[src/hw/fsr_pkg.sv]
package fsr_pkg;
  // ----------------------------------------------------------------
  // register map of the controller
  // ----------------------------------------------------------------
  localparam logic [3:0] FSR_ADDR_CTRL  = 4'h0;
  localparam logic [3:0] FSR_ADDR_STAT  = 4'h1;
  localparam logic [3:0] FSR_ADDR_IRQ   = 4'h2;
  localparam logic [3:0] FSR_ADDR_MASK  = 4'h3;
  localparam logic [3:0] FSR_ADDR_COUNT = 4'h4;

  // ctrl fields
  localparam int FSR_CTRL_SELECT = 0;
  localparam int FSR_CTRL_MOTOR  = 1;
  localparam int FSR_CTRL_WRITE  = 2;
  localparam int FSR_CTRL_SIDE   = 3;
  localparam logic [7:0] FSR_CTRL_RESET = 8'h00;

  // status / irq fields
  localparam int FSR_ST_PROTECT  = 0;
  localparam int FSR_ST_WRITING  = 1;
  localparam int FSR_ST_READING  = 2;
  localparam int FSR_IRQ_PULSE   = 0;
  localparam int FSR_IRQ_REFUSED = 1;
  localparam int FSR_IRQ_WIDTH   = 2;

  // ----------------------------------------------------------------
  // timing
  // ----------------------------------------------------------------
  localparam int FSR_CLK_HZ        = 10_000_000;
  localparam int FSR_CLK_NS        = 1_000_000_000 / FSR_CLK_HZ;
  localparam int FSR_READ_PULSE_NS = 1_000;
  localparam int FSR_READ_PULSE_CY =
    (FSR_READ_PULSE_NS + FSR_CLK_NS - 1) / FSR_CLK_NS;
endpackage : fsr_pkg

[src/hw/fsr_ctrl.sv]
// The address-and-strobe port and the address map were chosen for this implementation.
module fsr_ctrl
  import fsr_pkg::*;
#(
  parameter int CNT_W = 16
)
(
  // clock and reset
  input  wire logic              clk_sys,
  input  wire logic              reset_n,
  // software port
  input  wire logic [3:0]        addr,
  input  wire logic [15:0]       wdata,
  input  wire logic              wr,
  input  wire logic              rd,
  output logic      [15:0]       rdata,
  output wire logic              irq,
  // drive interface, active low
  output wire logic              select_n,
  output wire logic              motor_on_n,
  output wire logic              write_gate_n,
  output wire logic              write_data_n,
  output wire logic              side_n,
  input  wire logic              protect_n,
  input  wire logic              read_data_n,
  // write data source
  input  wire logic              wr_pulse,
  // recovered flux edges
  output logic                   flux_edge
);
  if (CNT_W < 8 || CNT_W > 16)
  begin : g_cnt_w_check
    $error("CNT_W out of range");
  end

  // ----------------------------------------------------------------
  // decode
  // ----------------------------------------------------------------
  logic [7:0]       ctrl;
  logic [2:0]       irq_stat;
  logic [2:0]       irq_mask;
  logic [CNT_W-1:0] pulse_cnt;
  logic [7:0]       low_cnt;

  wire wr_ctrl = wr && addr == FSR_ADDR_CTRL;
  wire wr_irq  = wr && addr == FSR_ADDR_IRQ;
  wire wr_mask = wr && addr == FSR_ADDR_MASK;
  wire wr_cnt  = wr && addr == FSR_ADDR_COUNT;

  wire want_sel   = ctrl[FSR_CTRL_SELECT];
  wire want_write = ctrl[FSR_CTRL_WRITE];
  wire protected_now = want_sel && !protect_n;
  // gate only opens on an unprotected, selected drive
  wire writing = want_sel && want_write && !protected_now;
  wire reading = want_sel && !writing;
  wire refuse  = wr_ctrl && wdata[FSR_CTRL_WRITE] && wdata[FSR_CTRL_SELECT]
                 && !protect_n;

  assign select_n     = ~want_sel;
  assign motor_on_n   = ~ctrl[FSR_CTRL_MOTOR];
  assign write_gate_n = ~writing;
  assign side_n       = ~ctrl[FSR_CTRL_SIDE];
  // idle write line whenever the gate is off
  assign write_data_n = ~(writing && wr_pulse);

  // ----------------------------------------------------------------
  // read pulse capture
  // ----------------------------------------------------------------
  logic fall;

  fsr_edge fsr_edge_inst
  (
    .clk_sys (clk_sys),
    .reset_n (reset_n),
    .line_n  (read_data_n),
    .fall    (fall)
  );

  // leading edge is the timing point, so the strobe fires on it
  wire take = fall && reading;
  // a low that lasts twice the pulse width hints a stuck line
  wire too_long = !read_data_n && reading
                  && low_cnt == 8'(FSR_READ_PULSE_CY * 2);

  always_ff @(posedge clk_sys or negedge reset_n)
  begin
    if (!reset_n)
      ctrl <= FSR_CTRL_RESET;
    else if (wr_ctrl)
      ctrl <= wdata[7:0];
  end

  always_ff @(posedge clk_sys or negedge reset_n)
  begin
    if (!reset_n)
    begin
      flux_edge <= 1'b0;
      low_cnt   <= 8'h00;
    end
    else
    begin
      flux_edge <= take;
      if (read_data_n)
        low_cnt <= 8'h00;
      else if (low_cnt != 8'hff)
        low_cnt <= low_cnt + 8'h01;
    end
  end

  always_ff @(posedge clk_sys or negedge reset_n)
  begin
    if (!reset_n)
      pulse_cnt <= '0;
    else if (take)
      pulse_cnt <= pulse_cnt + CNT_W'(1);
    else if (wr_cnt)
      pulse_cnt <= '0;
  end

  // ----------------------------------------------------------------
  // interrupts
  // ----------------------------------------------------------------
  wire [2:0] irq_set = {too_long, refuse, take};
  wire [2:0] irq_clr = wr_irq ? wdata[2:0] : 3'h0;

  always_ff @(posedge clk_sys or negedge reset_n)
  begin
    if (!reset_n)
    begin
      irq_stat <= 3'h0;
      irq_mask <= 3'h0;
    end
    else
    begin
      // set beats clear in the same cycle
      irq_stat <= (irq_stat & ~irq_clr) | irq_set;
      if (wr_mask)
        irq_mask <= wdata[2:0];
    end
  end

  assign irq = |(irq_stat & irq_mask);

  // ----------------------------------------------------------------
  // read back
  // ----------------------------------------------------------------
  wire [15:0] stat_word = {13'h0000, reading, writing, protected_now};
  wire [15:0] cnt_word  = 16'(pulse_cnt);
  wire [15:0] rd_mux =
    addr == FSR_ADDR_CTRL  ? {8'h00, ctrl} :
    addr == FSR_ADDR_STAT  ? stat_word :
    addr == FSR_ADDR_IRQ   ? {13'h0000, irq_stat} :
    addr == FSR_ADDR_MASK  ? {13'h0000, irq_mask} :
    addr == FSR_ADDR_COUNT ? cnt_word : 16'h0000;

  always_ff @(posedge clk_sys or negedge reset_n)
  begin
    if (!reset_n)
      rdata <= 16'h0000;
    else
      rdata <= rd ? rd_mux : 16'h0000;
  end

  // ----------------------------------------------------------------
  // checks
  // ----------------------------------------------------------------
  property p_gate_protect;
    @(posedge clk_sys) disable iff (!reset_n)
    !protect_n && !select_n |-> write_gate_n;
  endproperty
  a_gate_protect: assert property (p_gate_protect)
    else $error("write gate open on protected disk");

  property p_data_idle;
    @(posedge clk_sys) disable iff (!reset_n)
    write_gate_n |-> write_data_n;
  endproperty
  a_data_idle: assert property (p_data_idle)
    else $error("write data active with gate off");

  property p_read_state;
    @(posedge clk_sys) disable iff (!reset_n)
    flux_edge |-> $past(!select_n) && $past(write_gate_n);
  endproperty
  a_read_state: assert property (p_read_state)
    else $error("flux edge outside read state");

  property p_edge_lead;
    @(posedge clk_sys) disable iff (!reset_n)
    $fell(read_data_n) && !select_n && write_gate_n |=> flux_edge;
  endproperty
  a_edge_lead: assert property (p_edge_lead)
    else $error("leading edge not reported");

  property p_motor;
    @(posedge clk_sys) disable iff (!reset_n)
    wr_ctrl |=> motor_on_n == !$past(wdata[FSR_CTRL_MOTOR]);
  endproperty
  a_motor: assert property (p_motor)
    else $error("motor line does not follow control");

  property p_refuse_flag;
    @(posedge clk_sys) disable iff (!reset_n)
    refuse |=> irq_stat[FSR_IRQ_REFUSED];
  endproperty
  a_refuse_flag: assert property (p_refuse_flag)
    else $error("refused write not flagged");

  property p_edge_once;
    @(posedge clk_sys) disable iff (!reset_n)
    flux_edge |=> !flux_edge;
  endproperty
  a_edge_once: assert property (p_edge_once)
    else $error("flux edge held over two cycles");
endmodule // fsr_ctrl

[src/hw/fsr_edge.sv]
// falling-edge detector for an active-low line from the drive
module fsr_edge
  import fsr_pkg::*;
(
  // clock and reset
  input  wire logic clk_sys,
  input  wire logic reset_n,
  // line
  input  wire logic line_n,
  output wire logic fall
);
  logic prev_n;

  always_ff @(posedge clk_sys or negedge reset_n)
  begin
    if (!reset_n)
      prev_n <= 1'b1;
    else
      prev_n <= line_n;
  end

  assign fall = prev_n & ~line_n;
endmodule // fsr_edge

[config.mk]
export PLATFORM = sky130hd
export DESIGN_NAME = fsr_ctrl
export DESIGN_NICKNAME = d
export VERILOG_FILES = /design/src/hw/fsr_pkg.sv /design/src/hw/fsr_ctrl.sv /design/src/hw/fsr_edge.sv
export SDC_FILE = /design/constraint.sdc
export NUM_CORES = 1
export LEC_CHECK = 0
export ABC_CLOCK_PERIOD_IN_PS = 4700
export BUFFER_PORTS_ARGS = -buffer_cell sky130_fd_sc_hd__buf_2
export CAP_MARGIN = 5
export CORE_UTILIZATION = 26
export DETAILED_ROUTE_END_ITERATION = 8
export HOLD_SLACK_MARGIN = 0.06
export REMOVE_ABC_BUFFERS = 1
export SYNTH_ARGS = -nofsm -noshare
export SYNTH_HDL_FRONTEND = slang
export SYNTH_SLANG_ARGS = --single-unit
[constraint.sdc]
create_clock -name clk_sys -period 4.7 [get_ports clk_sys]
set_input_delay 0.705 -clock clk_sys [delete_from_list [all_inputs] [get_ports clk_sys]]
set_output_delay 0.705 -clock clk_sys [all_outputs]
set_load 0.005 [all_outputs]
==> metrics.md, run 1 <==
| Metric | Value |
|---|---|
| Max Transition Viols Final | 0 |
| Area Growth Syn to Fin | 15.4% |
| Asr flop ratio synth | 1.00 |
| Vias in the first global route | 1869 |
| Diode count | 0 |
| Fin Setup TNS | 0 ns |
| Die Area | 10700 sq um |
| Fraction of layout cells with a size suffix above 1 | 0.216 |
| Int Power | 714 uW |
| DRT iter0 DRCs | 131 |
| Total Routing Usage GR | 0.116 |
| Longest Clk Path Bufs | 2 |
| WL met2 | 2460 um |
| Critical path endpoint category | register |
| Switching Fraction | 0.279 |
| Die X | 103 um |
| Core ar. | 9860 sq um |
| Hold Startpoint | cnt_word[15]$_DFFE_PN0P_ |
| WL met1 | 2850 um |
| Critical path class | in -> reg |
| Initial antenna violation count | 0 |
| Metal3 WL | 362 um |
| WP data arrival | 2.47 ns |
| Multi-input gate area | 1150 sq um |
| IO Pins | 50 |
| PwrDens | 321 nW/um^2 |
| FF-to-FF End | cnt_word[14]$_DFFE_PN0P_ |
| Mapped Avg Cell Area | 10.6 sq um |
| Worst path required time | 4.88 ns |
| Worst r2r path cells | 5 |
| Synth unique cells | 55 |
| Hold WC Path Type | reg -> reg |
| Pin count of the biggest net entering global routing | 57 |
| P_leak | 1.47 nW |
| Antenna-violating nets left | 0 |
| PortBufs | 41 |
| Post-CTS sizing | 0 |
| CTS tree | done |
| Hold Path Depth | 1 |
| Top layer in use | met4 |
| Max rail drop VDD | 137 uV |
| Slew margin rel. | 0.415 |
| Dpl hpwl | 4020 um |
| First drt pass iteration count | 4 |
| Root Buffer | clkbuf_8 |
| Reported max-cap violation count | 0 |
| Synthesized cell area | 2670 sq um |
| Gpl congestion | 0.792 |
| Cts bufs inserted | 5 |
| Worst-Margin Slew | 0.874 ns |
| Clock Latency Late Sink | 0.31 ns |
| H-tree depth | 2 |
| Clock network power share | 0.275 |
| Nets | 321 |
| # DRC | 0 |
| Gate Count Post-Synth | 252 |
| # fillers | 1006 |
| Synth Register Bits | 56 |
| # placed instances | 417 |
| Final WS setup | 2.41 ns |
| Crit path from | addr[1] |
| RR Startpoint | ctrl[2]$_DFFE_PN0N_ |
| Fmax | 437 MHz |
| Number of flops mapped to enable cells by yosys | 0 |
| DP Worst Slack | 2.08 ns |
| Post-CTS Setup Bufs | 0 |
| Via count of the routed design | 1998 |
| Net Switching | 277 uW |
| Setup crit start kind | input pin |
| Clock skew | 0.00776 ns |
| Clock transition at path regs | 0.10 ns |
| Final period util | 0.487 |
| RSZ-0062 raised after global routing | no |
| Setup slack, reg-to-reg | 2.61 ns |
| First-pass GRT wire length | 9490 um |
| YS warnings | 0 |
| Status | completed |
| Fin Hold WS | 0.474 ns |
| Final Hold Fails | 0 |
| Global route total overflow | 0 |
| Initial Util | 0.271 |
| Synth Flop Type | dfrtp_1 |
| Hold endpoint | cnt_word[15]$_DFFE_PN0P_ |
| Seq/Total Area, Yosys | 0.525 |
| Sequential power share | 0.581 |
| Register area | 1400 sq um |
| Logic pwr share | 0.144 |
| Worst Path Max Fanout | 18 |
| TritonCTS Sinks | 56 |
| Vias per cell | 4.70 |
| Final min period | 2.29 ns |
| Post-DR wirelength/cell | 13.5 um |
| Hold-fix buffers, CTS | 0 |
| Fin cells | 425 |
| Final wirelength | 5740 um |
| Util after Layout | 0.313 |
| Die Y | 103 um |
| Cell Rows | 36 |
| Final Setup Violations | 0 |
[final cells by class]
| type | count | area share |
|---|---|---|
| Multi-Input combinational cell | 169 | 0.371 |
| Clock inverter | 1 | 0.00243 |
| Timing Repair Buffer | 42 | 0.0689 |
| Sequential cell | 56 | 0.455 |
| Tap cell | 133 | 0.0539 |
| Clock buffer | 7 | 0.0280 |
| Inverter | 17 | 0.0207 |
[worst max path at each step]
stage,endpoint,slack (ns),depth (start not counted)
after floorplan,cnt_word[11]$_DFFE_PN0P_,2.81,4
after global placement,cnt_word[11]$_DFFE_PN0P_,2.13,5
after detailed placement,cnt_word[11]$_DFFE_PN0P_,2.08,5
after CTS,cnt_word[11]$_DFFE_PN0P_,2.40,5
after global routing,cnt_word[11]$_DFFE_PN0P_,2.23,5
final,cnt_word[11]$_DFFE_PN0P_,2.41,5
[flip-flops by register name (all words and copies together) (netlist names)]
name	count
ctrl	8
rdata	16
irq_mask	3
fsr_edge_inst.prev_n	1
cnt_word	16
flux_edge	1
irq_stat	3
low_cnt	8
[placed cells by master (no fill, tap or decap), types with 4 or more instances in the layout]
master,n
mux2i_1,7
and4_1,4
nand2_1,18
clkbuf_8,6
dfrtp_1,55
a22oi_1,5
buf_2,41
a31oi_1,8
o21ai_0,18
nand4_1,6
nand3_1,10
nor2b_1,8
and3_1,13
nor2_1,8
a21oi_1,6
inv_1,17
[cell usage after synthesis (6+ instances only)]
cell type | number | area [sq um]
a21oi_1 | 6 | 30.0
a31oi_1 | 8 | 50.1
and3_1 | 13 | 81.3
buf_2 | 6 | 30.0
dfrtp_1 | 55 | 1380
inv_1 | 17 | 63.8
mux2i_1 | 7 | 70.1
nand2_1 | 18 | 67.6
nand3_1 | 10 | 50.1
nand4_1 | 6 | 37.5
nor2_1 | 8 | 30.0
nor2b_1 | 8 | 50.1
o21ai_0 | 18 | 90.1
[power groups by stage]
| stage | Clock [mW] | Combinational (mW) | Sequential (mW) |
|---|---|---|---|
| after floorplan | 0 | 0.0896 | 0.570 |
| final | 0.273 | 0.142 | 0.576 |
| after global placement | 0 | 0.141 | 0.583 |
| after CTS | 0.283 | 0.146 | 0.576 |
| after global routing | 0.300 | 0.164 | 0.585 |
| after detailed placement | 0 | 0.145 | 0.586 |
[cells by family (layout without fill, tap and decap cells)]
logic type	count (synthesis)	after routing	share of synthesized area
and+or+nand+nor	85	85	0.184
AOI/OAI and AO/OA	65	65	0.165
DFF	56	56	0.525
buffers and inverters	27	67	0.0463
muxes	13	13	0.0557
adders and majority gates	3	3	0.0140
xor gates and xnor gates	3	3	0.00983
[stage by stage]
stage,cell area (sq um),total power [mW]
after floorplan,2610,0.659
after global placement,2990,0.724
after detailed placement,2990,0.730
after CTS,3090,1.00
after global routing,3090,1.05
final,3090,0.991
[per-layer routing]
metal	vias to the layer above	GRT usage
met4	0	0.0325
met1	935	0.168
met5	-	0
met3	5	0.0269
li1	1004	-
met2	54	0.171
[worst max-delay path, stage by stage]
cell and delay, ns:
buf_2 0.17, nor4b_4 0.81, o311ai_1 0.45, o311ai_1 0.20, o41ai_1 0.12
No activity file was read; power rests on OpenSTA's default activity.
==> inputs of run 2 (changes only) <==
--- a/config.mk
+++ b/config.mk
@@ -5,7 +5,7 @@
 export SDC_FILE = /design/constraint.sdc
 export NUM_CORES = 1
 export LEC_CHECK = 0
-export ABC_CLOCK_PERIOD_IN_PS = 4700
+export ABC_CLOCK_PERIOD_IN_PS = 1900
 export BUFFER_PORTS_ARGS = -buffer_cell sky130_fd_sc_hd__buf_2
 export CAP_MARGIN = 5
 export CORE_UTILIZATION = 26
==> constraint.sdc (replaced) <==
create_clock -name clk_sys -period 1.9 [get_ports clk_sys]
set_input_delay 0.285 -clock clk_sys [delete_from_list [all_inputs] [get_ports clk_sys]]
set_output_delay 0.285 -clock clk_sys [all_outputs]
set_load 0.005 [all_outputs]
==> metrics.md, run 2 (synthesis gave the netlist of run 1 again) <==
| Metric | Value |
|---|---|
| P_leak | 1.55 nW (was 1.47 nW) |
| Most frequent cells in the layout | dfrtp_1, buf_2, o21ai_0, nand2_1, inv_1 (unchanged) |
| Logic pwr share | 0.158 (was 0.144) |
| Setup crit start kind | register (was input pin) |
| Reported max-cap violation count | 0 (unchanged) |
| Post-CTS Setup Bufs | 0 (unchanged) |
| Cts bufs inserted | 5 (unchanged) |
| Critical path endpoint category | register (unchanged) |
| Most common cell after layout, fill and taps aside | dfrtp_1 (unchanged) |
| Setup slack, reg-to-reg | 0.20 ns (was 2.61 ns) |
| Nets | 334 (was 321) |
| Post-placement cell area | 3090 sq um (was 2990 sq um) |
| First drt pass iteration count | 4 (unchanged) |
| Core ar. | 9860 sq um (unchanged) |
| PortBufs | 41 (unchanged) |
| Die Y | 103 um (unchanged) |
| Fraction of layout cells with a size suffix above 1 | 0.247 (was 0.216) |
| Die Area | 10700 sq um (unchanged) |
| Final min period | 1.70 ns |
| Via count of the routed design | 2078 (was 1998) |
| # DRC | 0 (unchanged) |
| RR Startpoint | ctrl[2]$_DFFE_PN0N_ (unchanged) |
| Max rail drop VDD | 391 uV (was 137 uV) |
| Hold WC Path Type | in -> reg (was reg -> reg) |
| Hold Startpoint | wdata[4] (was cnt_word[15]$_DFFE_PN0P_) |
| Hold Path Depth | 2 (was 1) |
| Worst path required time | 2.12 ns (was 4.88 ns) |
| CP top delay family | simple AND/OR/NAND/NOR gates (unchanged) |
| Vias in the first global route | 2119 (was 1869) |
| Final period util | 0.894 |
| Critical path class | reg -> reg (was in -> reg) |
| Max Transition Viols Final | 0 (unchanged) |
| H-tree depth | 2 (unchanged) |
| DRT iter0 DRCs | 145 (was 131) |
| Die X | 103 um (unchanged) |
| Hold endpoint | ctrl[4]$_DFFE_PN0N_ (was cnt_word[15]$_DFFE_PN0P_) |
| Final Hold Fails | 0 (unchanged) |
| CP bufs+invs | 1 (unchanged) |
| Final Setup Violations | 0 (unchanged) |
| Initial Util | 0.271 (unchanged) |
| Worst r2r path cells | 5 (unchanged) |
| Status | completed (unchanged) |
| Vias per cell | 4.76 (was 4.70) |
| Diode count | 0 (unchanged) |
| FF-to-FF End | cnt_word[13]$_DFFE_PN0P_ (was cnt_word[14]$_DFFE_PN0P_) |
| CTS tree | done (unchanged) |
| Antenna-violating nets left | 0 (unchanged) |
| Int Power | 1.82 mW (was 714 uW) |
| Global route total overflow | 0 (unchanged) |
| Post-DR wirelength/cell | 13.8 um (was 13.5 um) |
| Clock skew | 0.00708 ns (was 0.00776 ns) |
| IO Pins | 50 (unchanged) |
| Root Buffer | clkbuf_8 (unchanged) |
| TritonCTS Sinks | 56 (unchanged) |
| Worst Path Max Fanout | 9 (was 18) |
| Tot Pwr | 2.50 mW (was 991 uW) |
| Net Switching | 679 uW (was 277 uW) |
| CP max stage delay | 0.53 ns (was 0.81 ns) |
| Clock Latency Late Sink | 0.30 ns (was 0.31 ns) |
| Switching Fraction | 0.272 (was 0.279) |
| PwrDens | 781 nW/um^2 (was 321 nW/um^2) |
| Post-route cell area | 3200 sq um (was 3090 sq um) |
| Gpl congestion | 0.866 (was 0.792) |
| Pin count of the biggest net entering global routing | 28 (was 57) |
| Sequential power share | 0.566 (was 0.581) |
| Critical path's slowest cell | or4_1 (was nor4b_4) |
| Area Growth Syn to Fin | 19.8% (was 15.4%) |
| Fmax | 589 MHz |
| Total Routing Usage GR | 0.125 (was 0.116) |
| WP data arrival | 1.92 ns (was 2.47 ns) |
| First-pass GRT wire length | 10300 um (was 9490 um) |
| Worst-Margin Slew | 0.479 ns (was 0.874 ns) |
| Final wirelength | 6040 um (was 5740 um) |
| Longest Clk Path Bufs | 2 (unchanged) |
| Dpl hpwl | 4520 um (was 4020 um) |
| Fin Setup TNS | 0 ns (unchanged) |
| Initial antenna violation count | 0 (unchanged) |
| RSZ-0062 raised after global routing | no (unchanged) |
| Cell Rows | 36 (unchanged) |
| Slew margin rel. | 0.680 (was 0.415) |
| Clock network power share | 0.276 (was 0.275) |
| Worst path cell trace | a21boi_2 -> nand3_1 -> buf_4 -> or4_1 -> o211ai_1 (was buf_2 -> nor4b_4 -> o311ai_1 -> o311ai_1 -> o41ai_1) |
| Clock transition at path regs | 0.10 ns (about the same) |
[run 2: routing by layer]
metal | global-route usage | part of all wire
met3 | 0.0276 | 0.051
met1 | 0.171 | 0.48
met4 | 0.0423 | 0.013
met2 | 0.197 | 0.46
met5 | 0 | 0
[run 2: area by class of cell]
cell class | count | area (sq um)
fill | 1015 | 6660
sequential | 56 | 1400
multi-input combinational | 169 | 1150
timing repair buffer | 55 | 325
tap | 133 | 166
clock buffer | 7 | 96.3
inverter | 17 | 63.8
[run 2: how the worst max path moves through the flow]
stage / start / to / slack (ns) / depth (start not counted)
after CTS: ctrl[2]$_DFFE_PN0N_ / cnt_word[13]$_DFFE_PN0P_ / 0.20 / 5
final: ctrl[2]$_DFFE_PN0N_ / cnt_word[13]$_DFFE_PN0P_ / 0.20 / 5
after floorplan: ctrl[0]$_DFFE_PN0N_ / cnt_word[13]$_DFFE_PN0P_ / 0.30 / 4
after global routing: ctrl[2]$_DFFE_PN0N_ / cnt_word[13]$_DFFE_PN0P_ / 0.09 / 5
after detailed placement: protect_n / cnt_word[13]$_DFFE_PN0P_ / 0.19 / 6
after global placement: addr[1] / ctrl[6]$_DFFE_PN0N_ / 0.21 / 4
[run 2: per-stage QoR]
step           cells  utilization  hold WS (ns)  worst slack, ns
6_report         437        0.324         0.211            0.202
5_1_grt          437        0.324         0.203           0.0927
4_1_cts          437        0.324         0.206            0.195
3_5_place_dp     429        0.314         0.244            0.194
3_3_place_gp     429        0.314         0.236            0.212
2_1_floorplan    242            -       -0.0106            0.303
[run 2: power by group through the flow]
stage	logic, mW	clock network [mW]	registers [mW]
2_1_floorplan	0.222	0	1.41
3_3_place_gp	0.390	0	1.43
3_5_place_dp	0.400	0	1.44
4_1_cts	0.404	0.711	1.41
5_1_grt	0.463	0.761	1.44
6_report	0.396	0.690	1.41
[run 2: repair_timing]
action / 4_1_cts / 5_1_grt
gates resized for setup: 0 / 0
hold buffers: 1 / 0
endpoints found under the hold margin: 13 / 0
==> inputs of run 3 (changes only) <==
--- a/config.mk
+++ b/config.mk
@@ -11,6 +11,7 @@
 export CORE_UTILIZATION = 26
 export DETAILED_ROUTE_END_ITERATION = 8
 export HOLD_SLACK_MARGIN = 0.06
+export RECOVER_POWER = 50
 export REMOVE_ABC_BUFFERS = 1
 export SYNTH_ARGS = -nofsm -noshare
 export SYNTH_HDL_FRONTEND = slang
==> metrics.md, run 3 (synthesis gave the netlist of run 1 again) <==
| Metric | Value |
|---|---|
| Util after Layout | 0.320 (was 0.324) |
| WP data arrival | 1.92 ns (about the same) |
| PwrDens | 790 nW/um^2 (was 781 nW/um^2) |
| Worst path cell trace | a21boi_2 -> nand3_1 -> buf_4 -> or4_1 -> o211ai_1 (unchanged) |
| Die Y | 103 um (unchanged) |
| Cell Rows | 36 (unchanged) |
| Die X | 103 um (unchanged) |
| Post-DR wirelength/cell | 13.9 um (was 13.8 um) |
| Setup slack, reg-to-reg | 0.20 ns (about the same) |
| Root Buffer | clkbuf_8 (unchanged) |
| Fin Setup TNS | 0 ns (unchanged) |
| Vias per cell | 4.75 (was 4.76) |
| Setup crit start kind | register (unchanged) |
| Worst path required time | 2.12 ns (about the same) |
| P_leak | 1.51 nW (was 1.55 nW) |
| Vias in the first global route | 2119 (unchanged) |
| Diode count | 0 (unchanged) |
| Fraction of layout cells with a size suffix above 1 | 0.220 (was 0.247) |
| Final period util | 0.893 (was 0.894) |
| Most frequent cells in the layout | dfrtp_1, buf_2, o21ai_0, nand2_1, inv_1 (unchanged) |
| First drt pass iteration count | 4 (unchanged) |
| Final Setup Violations | 0 (unchanged) |
| # DRC | 0 (unchanged) |
| Max rail drop VDD | 395 uV (was 391 uV) |
| TritonCTS Sinks | 56 (unchanged) |
| Total Routing Usage GR | 0.125 (unchanged) |
| Core ar. | 9860 sq um (unchanged) |
| PortBufs | 41 (unchanged) |
| Initial Util | 0.271 (unchanged) |
| Slew margin rel. | 0.406 (was 0.680) |
| Clock Latency Late Sink | 0.30 ns (about the same) |
| Nets | 334 (unchanged) |
| Hold endpoint | ctrl[4]$_DFFE_PN0N_ (unchanged) |
| Critical path's slowest cell | or4_1 (unchanged) |
| Clock transition at path regs | 0.10 ns (about the same) |
| Most common cell after layout, fill and taps aside | dfrtp_1 (unchanged) |
| Worst Path Max Fanout | 9 (unchanged) |
| Critical path class | reg -> reg (unchanged) |
| Status | completed (unchanged) |
| RR Startpoint | ctrl[2]$_DFFE_PN0N_ (unchanged) |
| CTS tree | done (unchanged) |
| Fin cells | 437 (unchanged) |
| Antenna-violating nets left | 0 (unchanged) |
| H-tree depth | 2 (unchanged) |
| Max Transition Viols Final | 0 (unchanged) |
| Initial antenna violation count | 0 (unchanged) |
| Worst-Margin Slew | 0.891 ns (was 0.479 ns) |
| Via count of the routed design | 2074 (was 2078) |
| Gpl congestion | 0.866 (unchanged) |
| Hold Startpoint | wdata[4] (unchanged) |
| Final wirelength | 6070 um (was 6040 um) |
| Critical path endpoint category | register (unchanged) |
| Final Hold Fails | 0 (unchanged) |
| Worst r2r path cells | 5 (unchanged) |
| Area Growth Syn to Fin | 18.1% (was 19.8%) |
| Pin count of the biggest net entering global routing | 28 (unchanged) |
| CP max stage delay | 0.53 ns (about the same) |
| Tot Pwr | 2.49 mW (was 2.50 mW) |
| Dpl hpwl | 4520 um (unchanged) |
| Post-placement cell area | 3090 sq um (unchanged) |
| Final min period | 1.70 ns (about the same) |
| Post-route cell area | 3160 sq um (was 3200 sq um) |
| Longest Clk Path Bufs | 2 (unchanged) |
| RSZ-0062 raised after global routing | no (unchanged) |
| Fmax | 589 MHz (about the same) |
| FF-to-FF End | cnt_word[13]$_DFFE_PN0P_ (unchanged) |
| # placed instances | 429 (unchanged) |
| Global route total overflow | 0 (unchanged) |
| # fillers | 1020 (was 1015) |
| Reported max-cap violation count | 0 (unchanged) |
| Clock skew | 0.00890 ns (was 0.00708 ns) |
| Die Area | 10700 sq um (unchanged) |
| Hold WC Path Type | in -> reg (unchanged) |
| Hold Path Depth | 2 (unchanged) |
| First-pass GRT wire length | 10300 um (unchanged) |
| Cts bufs inserted | 5 (unchanged) |
| DRT iter0 DRCs | 107 (was 145) |
| IO Pins | 50 (unchanged) |
-- run 3: changes by cell type in the layout (fill, tap and decap cells not counted) --
cell / delta
buf_12: -1
clkbuf_2: +1
buf_2: -5
buf_4: -3
nor4b_1: +1
clkbuf_1: +7
nor4b_4: -1
clkbuf_4: +1
-- run 3: repair_timing --
action	CTS	global route
gates resized for setup	0	0
hold endpoints to repair	13	0
hold buffers	1	0
setup endpoints to repair	0	0
buffers inserted	0	0
-- run 3: through the flow --
step | hold WS (ns) | worst slack [ns]
after floorplan | -0.0106 | 0.303
after global routing | 0.203 | 0.0818
after global placement | 0.236 | 0.212
final | 0.211 | 0.203
after CTS | 0.206 | 0.195
after detailed placement | 0.244 | 0.194
-- run 3: critical path, delay by kind of cell, from the launching register on --
family                 cells  cell delay, ns
AO/OA/AOI/OAI              2            0.29
AND/OR/NAND/NOR            2            0.71
flip-flops                 1            0.40
buffers and inverters      1            0.21
-- run 3: worst max-delay path by stage --
stage                        startpoint                  endpoint  slack, ns
floorplan           ctrl[0]$_DFFE_PN0N_  cnt_word[13]$_DFFE_PN0P_       0.30
global placement                addr[1]       ctrl[6]$_DFFE_PN0N_       0.21
detailed placement            protect_n  cnt_word[13]$_DFFE_PN0P_       0.19
CTS                 ctrl[2]$_DFFE_PN0N_  cnt_word[13]$_DFFE_PN0P_       0.20
global route                    reset_n       rdata[10]$_DFF_PN0_       0.08
finish              ctrl[2]$_DFFE_PN0N_  cnt_word[13]$_DFFE_PN0P_       0.20
-- run 3: layer usage --
layer / GRT usage / vias to the layer above / share of wire
li1: - / 1033 / -
met1: 0.171 / 983 / 0.48
met2: 0.197 / 53 / 0.46
met3: 0.0276 / 5 / 0.055
met4: 0.0423 / 0 / 0.013
met5: 0 / - / 0
-- run 3: final cells by class --
type	count	area [sq um]	area share
Sequential cell	56	1400	0.444
Multi-Input combinational cell	169	1130	0.358
Timing Repair Buffer	55	297	0.0939
Tap cell	133	166	0.0527
Clock buffer	7	96.3	0.0305
Inverter	17	63.8	0.0202
-- run 3: report_power, final --
group	internal [mW]	leakage [nW]	switching, mW
logic	0.185	0.705	0.202
clock network	0.326	0.0503	0.367
registers	1.30	0.751	0.110
